===== config.mk =====
export PLATFORM = sky130hd
export DESIGN_NAME = pmd_module_off
export DESIGN_NICKNAME = d
export VERILOG_FILES = /design/src/pmd_unlock_seq.v /design/src/pmd_module_off.v
export VERILOG_INCLUDE_DIRS = /design/src /design/src/src
export SDC_FILE = /design/constraint.sdc
export NUM_CORES = 1
export LEC_CHECK = 0
export BUFFER_PORTS_ARGS = -buffer_cell sky130_fd_sc_hd__buf_2
export CORE_MARGIN = 3
export CORE_UTILIZATION = 48
export CTS_BUF_LIST = sky130_fd_sc_hd__clkbuf_16
export CTS_CLUSTER_SIZE = 14
export DETAILED_ROUTE_END_ITERATION = 16
export GPL_TIMING_DRIVEN = 0
export PLACE_DENSITY_LB_ADDON = 0.3
export SLEW_MARGIN = 25
export SYNTH_ARGS = -nofsm -noshare
export SYNTH_HDL_FRONTEND = slang
export SYNTH_SLANG_ARGS = --single-unit

===== constraint.sdc =====
create_clock -name sys_clk -period 2 [get_ports sys_clk]
set_input_delay 0.3 -clock sys_clk [delete_from_list [all_inputs] [get_ports sys_clk]]
set_output_delay 0.3 -clock sys_clk [all_outputs]
set_load 0.02 [all_outputs]

===== src/pmd_defines.vh =====
// Offsets, field positions, reset values and masks of the module-off block.
`ifndef PMD_DEFINES_VH
`define PMD_DEFINES_VH

`define PMD_ADDR_W          4
`define PMD_OFF_LOCK_CTRL   4'h0
`define PMD_OFF_REG_ONE     4'h1
`define PMD_OFF_REG_TWO     4'h2
`define PMD_OFF_REG_THREE   4'h3
`define PMD_OFF_REG_FOUR    4'h4
`define PMD_OFF_REG_FIVE    4'h5
`define PMD_OFF_UNLOCK      4'h6
`define PMD_OFF_STATUS      4'h7

`define PMD_LOCK_BIT        11
`define PMD_LOCK_RESET      1'b0
`define PMD_OFF_RESET       32'h0000_0000

`define PMD_MASK_ONE        32'h0010_1001
`define PMD_MASK_TWO        32'h0f00_0007
`define PMD_MASK_THREE      32'h0001_ff00
`define PMD_MASK_FOUR       32'h0000_0007
`define PMD_MASK_FIVE       32'h0000_0001

`define PMD_CONV_BIT        0
`define PMD_VREF_BIT        12
`define PMD_VDET_BIT        20
`define PMD_CMP_LSB         0
`define PMD_CLC_LSB         24
`define PMD_CCP_LSB         8
`define PMD_TMR_LSB         0
`define PMD_UART_BIT        0

`define PMD_KEY_ONE         32'haa99_6655
`define PMD_KEY_TWO         32'h5566_99aa

`endif


===== src/pmd_unlock_seq.v =====
// Two-word unlock sequence detector that opens the lock-change window.
`timescale 1ns/1ps
`default_nettype none
`include "pmd_defines.vh"

module pmd_unlock_seq
(
    input  wire        sys_clk,
    input  wire        resetn,
    input  wire        key_we,
    input  wire [31:0] key_data,
    input  wire        relock,
    output reg         unlocked_reg
);
    localparam ST_IDLE = 2'h0;
    localparam ST_KEY1 = 2'h1;
    localparam ST_OPEN = 2'h2;

    reg [1:0] state_reg;
    reg [1:0] state_next;

    always @*
    begin
        state_next = state_reg;
        case (state_reg)
            ST_IDLE:
            begin
                if (key_we && key_data == `PMD_KEY_ONE)
                    state_next = ST_KEY1;
            end
            ST_KEY1:
            begin
                if (key_we)
                    state_next = (key_data == `PMD_KEY_TWO) ? ST_OPEN
                                                            : ST_IDLE;
            end
            ST_OPEN:
            begin
                // Any further key write or a relock closes the window.
                if (relock || key_we)
                    state_next = ST_IDLE;
            end
            default:
                state_next = ST_IDLE;
        endcase
    end

    always @(posedge sys_clk)
    begin
        if (!resetn)
        begin
            state_reg    <= ST_IDLE;
            unlocked_reg <= 1'b0;
        end
        else
        begin
            state_reg    <= state_next;
            unlocked_reg <= (state_next == ST_OPEN);
        end
    end
endmodule // pmd_unlock_seq
`default_nettype wire


===== src/pmd_module_off.v =====
// Peripheral module-off registers, lock and per-peripheral clock enables.
//
// Strobed register access and the register offsets were chosen for this implementation.
`timescale 1ns/1ps
`default_nettype none
`include "pmd_defines.vh"

// Summary of operation
// - A set off bit stops every clock feeding that peripheral.
// - Disabled peripheral register write strobes are dropped and read valids are held low.
// - Writing one disables a peripheral; zero leaves it running.
// - All off bits reset to zero, so peripherals start enabled.
// - Locked writes to off registers complete normally but change nothing.
// - Lock bit 11 of the control register blocks off-register writes.
// - Register one: converter bit 0, reference bit 12, detect bit 20.
// - Register two: comparators bits 0-2, logic cells bits 24-27.
// - Register three: capture units one to nine at bits 8-16.
// - Register four: timers bits 0-2; register five: serial port bit 0.
module pmd_module_off
#(
    parameter NUM_PERIPH = 23
)
(
    input  wire                   sys_clk,
    input  wire                   resetn,
    input  wire [`PMD_ADDR_W-1:0] addr,
    input  wire [31:0]            wdata,
    input  wire                   wr_stb,
    input  wire                   rd_stb,
    output reg  [31:0]            rdata,
    input  wire [NUM_PERIPH-1:0]  periph_clk_in,
    output reg  [NUM_PERIPH-1:0]  periph_clk_en,
    input  wire [NUM_PERIPH-1:0]  periph_wr_stb,
    output reg  [NUM_PERIPH-1:0]  periph_wr_ok,
    input  wire [NUM_PERIPH-1:0]  periph_rd_valid,
    output reg  [NUM_PERIPH-1:0]  periph_rd_ok,
    output reg                    converter_off,
    output reg                    voltage_ref_off,
    output reg                    voltage_detect_off,
    output reg  [2:0]             comparator_off,
    output reg  [3:0]             logic_cell_off,
    output reg  [8:0]             capture_unit_off,
    output reg  [2:0]             timer_off,
    output reg                    serial_port_one_off
);
    reg  [31:0]           off_reg_one_reg;
    reg  [31:0]           off_reg_two_reg;
    reg  [31:0]           off_reg_three_reg;
    reg  [31:0]           off_reg_four_reg;
    reg  [31:0]           off_reg_five_reg;
    reg                   off_bits_lock_reg;
    reg  [NUM_PERIPH-1:0] module_off_bit;
    wire                  unlocked;
    wire                  key_we;

    // Decodes whether a bus write targets a given register.
    function wr_hit;
        input [`PMD_ADDR_W-1:0] a;
        input [`PMD_ADDR_W-1:0] target;
        begin
            wr_hit = (a == target);
        end
    endfunction

    assign key_we = wr_stb && wr_hit(addr, `PMD_OFF_UNLOCK);

    pmd_unlock_seq pmd_unlock_seq_inst
    (
        .sys_clk      (sys_clk),
        .resetn       (resetn),
        .key_we       (key_we),
        .key_data     (wdata),
        .relock       (wr_stb && wr_hit(addr, `PMD_OFF_LOCK_CTRL)),
        .unlocked_reg (unlocked)
    );

    // Flatten the sparse register bits into one peripheral-order vector.
    always @*
    begin
        module_off_bit = {NUM_PERIPH{1'b0}};
        module_off_bit[0]     = off_reg_one_reg[`PMD_CONV_BIT];
        module_off_bit[1]     = off_reg_one_reg[`PMD_VREF_BIT];
        module_off_bit[2]     = off_reg_one_reg[`PMD_VDET_BIT];
        module_off_bit[5:3]   = off_reg_two_reg[`PMD_CMP_LSB +: 3];
        module_off_bit[9:6]   = off_reg_two_reg[`PMD_CLC_LSB +: 4];
        module_off_bit[18:10] = off_reg_three_reg[`PMD_CCP_LSB +: 9];
        module_off_bit[21:19] = off_reg_four_reg[`PMD_TMR_LSB +: 3];
        module_off_bit[22]    = off_reg_five_reg[`PMD_UART_BIT];
    end

    always @(posedge sys_clk)
    begin
        if (!resetn)
        begin
            off_reg_one_reg   <= `PMD_OFF_RESET;
            off_reg_two_reg   <= `PMD_OFF_RESET;
            off_reg_three_reg <= `PMD_OFF_RESET;
            off_reg_four_reg  <= `PMD_OFF_RESET;
            off_reg_five_reg  <= `PMD_OFF_RESET;
            off_bits_lock_reg <= `PMD_LOCK_RESET;
        end
        else if (wr_stb)
        begin
            // Lock only moves inside the unlock window.
            if (wr_hit(addr, `PMD_OFF_LOCK_CTRL) && unlocked)
                off_bits_lock_reg <= wdata[`PMD_LOCK_BIT];
            // Locked writes are accepted silently.
            if (!off_bits_lock_reg)
            begin
                if (wr_hit(addr, `PMD_OFF_REG_ONE))
                    off_reg_one_reg <= wdata & `PMD_MASK_ONE;
                if (wr_hit(addr, `PMD_OFF_REG_TWO))
                    off_reg_two_reg <= wdata & `PMD_MASK_TWO;
                if (wr_hit(addr, `PMD_OFF_REG_THREE))
                    off_reg_three_reg <= wdata & `PMD_MASK_THREE;
                if (wr_hit(addr, `PMD_OFF_REG_FOUR))
                    off_reg_four_reg <= wdata & `PMD_MASK_FOUR;
                if (wr_hit(addr, `PMD_OFF_REG_FIVE))
                    off_reg_five_reg <= wdata & `PMD_MASK_FIVE;
            end
        end
    end

    // Read data appears the cycle after the strobe and is zero otherwise.
    always @(posedge sys_clk)
    begin
        if (!resetn)
            rdata <= 32'h0000_0000;
        else if (rd_stb)
        begin
            case (addr)
                `PMD_OFF_LOCK_CTRL:
                    rdata <= {20'h00000, off_bits_lock_reg, 11'h000};
                `PMD_OFF_REG_ONE:   rdata <= off_reg_one_reg;
                `PMD_OFF_REG_TWO:   rdata <= off_reg_two_reg;
                `PMD_OFF_REG_THREE: rdata <= off_reg_three_reg;
                `PMD_OFF_REG_FOUR:  rdata <= off_reg_four_reg;
                `PMD_OFF_REG_FIVE:  rdata <= off_reg_five_reg;
                `PMD_OFF_STATUS:    rdata <= {31'h0, unlocked};
                default:            rdata <= 32'h0000_0000;
            endcase
        end
        else
            rdata <= 32'h0000_0000;
    end

    // Enables are registered so the downstream gate cells see a glitch-free
    // level; the gate itself belongs in the clock tree, not in this logic.
    genvar i;
    generate
        for (i = 0; i < NUM_PERIPH; i = i + 1)
        begin : g_gate
            always @(posedge sys_clk)
            begin
                if (!resetn)
                begin
                    periph_clk_en[i] <= 1'b1;
                    periph_wr_ok[i]  <= 1'b0;
                    periph_rd_ok[i]  <= 1'b0;
                end
                else
                begin
                    periph_clk_en[i] <= ~module_off_bit[i];
                    periph_wr_ok[i]  <= periph_wr_stb[i]
                                        & ~module_off_bit[i];
                    periph_rd_ok[i]  <= periph_rd_valid[i]
                                        & ~module_off_bit[i];
                end
            end
        end
    endgenerate

    always @(posedge sys_clk)
    begin
        if (!resetn)
        begin
            converter_off       <= 1'b0;
            voltage_ref_off     <= 1'b0;
            voltage_detect_off  <= 1'b0;
            comparator_off      <= 3'h0;
            logic_cell_off      <= 4'h0;
            capture_unit_off    <= 9'h000;
            timer_off           <= 3'h0;
            serial_port_one_off <= 1'b0;
        end
        else
        begin
            converter_off       <= module_off_bit[0];
            voltage_ref_off     <= module_off_bit[1];
            voltage_detect_off  <= module_off_bit[2];
            comparator_off      <= module_off_bit[5:3];
            logic_cell_off      <= module_off_bit[9:6];
            capture_unit_off    <= module_off_bit[18:10];
            timer_off           <= module_off_bit[21:19];
            serial_port_one_off <= module_off_bit[22];
        end
    end

    // The raw peripheral clocks are passed in only so the gate owner can
    // see them in one place; this block never clocks on them.
    wire unused_clks = |periph_clk_in;
endmodule // pmd_module_off
`default_nettype wire


==> impl_metrics.env <==
export IMPL_status="finished clean"
export IMPL_place_ws_ns=0.180
export IMPL_setup_violations=0
export IMPL_r2r_setup_slack_ns=0.61
export IMPL_grt_overflow=0
export IMPL_drv_cap=0
export IMPL_antenna_cells=0
export IMPL_critical_path_top_delay_family="simple AND/OR/NAND/NOR gates"
export IMPL_netlist_top_cell_by_area="dfxtp_1"
export IMPL_firstDrtPassIters=4
export IMPL_fin_tns_setup_ns=0
export IMPL_required_ns=2.34
export IMPL_ant_nets=0
export IMPL_post_cts_repair_setup_buffers=0
export IMPL_cp_num_cells=5
export IMPL_critPathMaxFanout=7
export IMPL_drive_gt1_share_pct=39.3
export IMPL_worstReg2RegStart="off_bits_lock_reg"
export IMPL_gp_congestion=0.829
export IMPL_initial_core_util_pct=50.5
export IMPL_multi_input_area_mm2=0.00154
export IMPL_dr_total_vias=3632
export IMPL_cts_max_level=4
export IMPL_core_rowCount=34
export IMPL_cp_slowest_stage_delay_ns=0.64
export IMPL_final_cell_mix="195 x buf_2, 136 x dfxtp_1, 46 x and3b_1"
export IMPL_ir_worst_vdd_v=0.000457
export IMPL_finalMaxSlewViolations=0
export IMPL_finalCritPeriodShare_pct=70.8
export IMPL_synth_avg_cell_area_um2=11.1
export IMPL_cts_resized=0
export IMPL_fin_area_mm2=0.00619
export IMPL_worstSetupStartpoint="addr[3]"
export IMPL_path_buf_inv=1
export IMPL_cts_hold_buffers_added=0
export IMPL_pin_count=233
export IMPL_worst_r2r_cell_count=5
export IMPL_biggestRegsByFlops="periph_clk_en (23), periph_rd_ok (23), periph_wr_ok (23)"
export IMPL_slew_headroom_pct=49.3
export IMPL_synth_area_leaders="dfxtp_1 61%, and3b_1 9.0%, nand2_1 3.3%, buf_4 2.8%, mux2i_1 2.7%"
export IMPL_synth_seq_cells=136
export IMPL_cts_sinks=136
export IMPL_dp_hpwl_mm=8.73
export IMPL_tightest_slew_ns=0.754
export IMPL_final_nets=739
export IMPL_grtUsageTotal_pct=21.6
export IMPL_crit_arrival_ns=1.76
export IMPL_drc=0
export IMPL_placed_cell_area_mm2=0.00564
export IMPL_regArea_mm2=0.00272
export IMPL_worst_slack_ns=0.584
export IMPL_die_x_um=103
export IMPL_final_common_cell="buf_2"
export IMPL_grt_max_degree=17
export IMPL_holdCritStartpoint="periph_wr_stb[11]"
export IMPL_netlist_area_leader_share_pct=60.7
export IMPL_cts_buffers=17
export IMPL_cts_max_path_buffers=2
export IMPL_yosysUniqueCellTypes=43
export IMPL_hold_path_class="in2reg"
export IMPL_finalClockSkew_ns=0.00714
export IMPL_drt_iter0_drc=141
export IMPL_wirelength_mm=11.4
export IMPL_grt_pass1_wl_mm=17.5
export IMPL_dieArea_mm2=0.0105
export IMPL_antenna_found_initial=0
export IMPL_fp_coreArea_mm2=0.00889
export IMPL_path_clk_slew_ns=0.06
export IMPL_r2r_end="off_reg_three_reg[9]"
export IMPL_period_needed_ns=1.42
export IMPL_cts_tree="done"
export IMPL_yosys_warnings=0
export IMPL_critPathSlowestCell="nor3_1"
export IMPL_worstSkewPairLatency_ns=0.40
export IMPL_io_buffers=192
export IMPL_final_hold_viol_count=0
export IMPL_powerDensity_mw_per_mm2=988
export IMPL_yosysSeqAreaShare_pct=60.7
export IMPL_nFillCells=699
export IMPL_rsz0062_at_grt="false"
export IMPL_start_kind="input pin"
export IMPL_viasPerCell=4.84
export IMPL_worstSetupPathType="in2reg"
export IMPL_whs_ns=0.128
export IMPL_netlist_instances=405
export IMPL_crit_end="rdata[9]"
export IMPL_root_buffer="clkbuf_16"
export IMPL_cp_end_kind="flip-flop"
export IMPL_area_growth_pct=38.0
export IMPL_routedWlPerCell_um=15.2
export IMPL_syn_cell_area_mm2=0.00449
export IMPL_cp_cell_sequence="buf_2 -> nor2_2 -> nand2_1 -> nor3_1 -> and2_1"
export IMPL_power_leakage_nw=3.05
export IMPL_fmax_ghz=0.706
export IMPL_first_global_vias=3565
export IMPL_dieHeight_um=103
## cells in the mapped netlist, drive strengths merged
| master | count |
|---|---|
| a2111o | 1 |
| a2111oi | 1 |
| a211o | 1 |
| a211oi | 1 |
| a21boi | 14 |
| a221oi | 1 |
| a22oi | 2 |
| a31oi | 1 |
| and2 | 18 |
| and2b | 1 |
| and3 | 2 |
| and3b | 47 |
| and4 | 1 |
| and4b | 1 |
| and4bb | 3 |
| buf | 20 |
| clkbuf | 12 |
| conb | 1 |
| dfxtp | 136 |
| inv | 24 |
| mux2i | 12 |
| nand2 | 39 |
| nand3 | 17 |
| nand4 | 6 |
| nand4b | 3 |
| nor2 | 8 |
| nor2b | 13 |
| nor3 | 3 |
| nor4 | 1 |
| nor4b | 6 |
| nor4bb | 4 |
| o21ai | 2 |
| o31ai | 1 |
| or4 | 1 |
| xnor2 | 1 |
## kinds of logic after synthesis
kind of cell,count (synthesis),share of synthesized area [%]
AND/OR/NAND/NOR,174,25.8
flip-flops,136,60.7
buffers and inverters,56,6.22
AO/OA/AOI/OAI,25,4.32
multiplexers,12,2.68
XOR/XNOR,1,0.195
other,1,0.0836
## worst min path at each step
stage                        endpoint  slack, ns  depth (start not counted)
finish               periph_wr_ok[11]       0.13                          2
global route         periph_rd_ok[10]       0.12                          2
CTS                  periph_rd_ok[10]       0.11                          2
detailed placement  periph_clk_en[16]       0.43                          1
global placement    periph_clk_en[16]       0.43                          1
floorplan                   rdata[11]       0.39                          1
## power by group
part	total [mW]	internal (mW)	switching (mW)
Clock	2.89	1.71	1.18
Sequential	2.79	2.77	0.0196
Combinational	0.437	0.185	0.252
Total	6.12	4.67	1.45
## layer usage
metal / wire, um / global-route usage, % / vias to the layer above / part of all wire [%]
li1: - / - / 1794 / -
met1: 4700 / 26.5 / 1665 / 41
met2: 5720 / 36.8 / 168 / 50
met3: 927 / 6.83 / 5 / 8.1
met4: 79 / 5.65 / 0 / 0.69
met5: 0 / 0 / - / 0
## per-stage QoR
| step | instances | utilization [%] | power, mW |
|---|---|---|---|
| 2_1_floorplan | 419 | - | 3.09 |
| 5_1_grt | 751 | 69.6 | 6.32 |
| 4_1_cts | 751 | 69.6 | 6.16 |
| 3_5_place_dp | 719 | 63.4 | 3.29 |
| 3_3_place_gp | 719 | 63.4 | 3.28 |
| 6_report | 751 | 69.6 | 6.12 |
## cell type report
type	instances	share of cell area [%]
Sequential cell	136	44.0
Multi-Input combinational cell	227	24.9
Timing Repair Buffer	192	15.5
Clock buffer	17	6.87
Buffer	32	3.05
Tap cell	108	2.18
Clock inverter	15	2.10
Inverter	24	1.45
No activity file was read; power rests on OpenSTA's default activity.
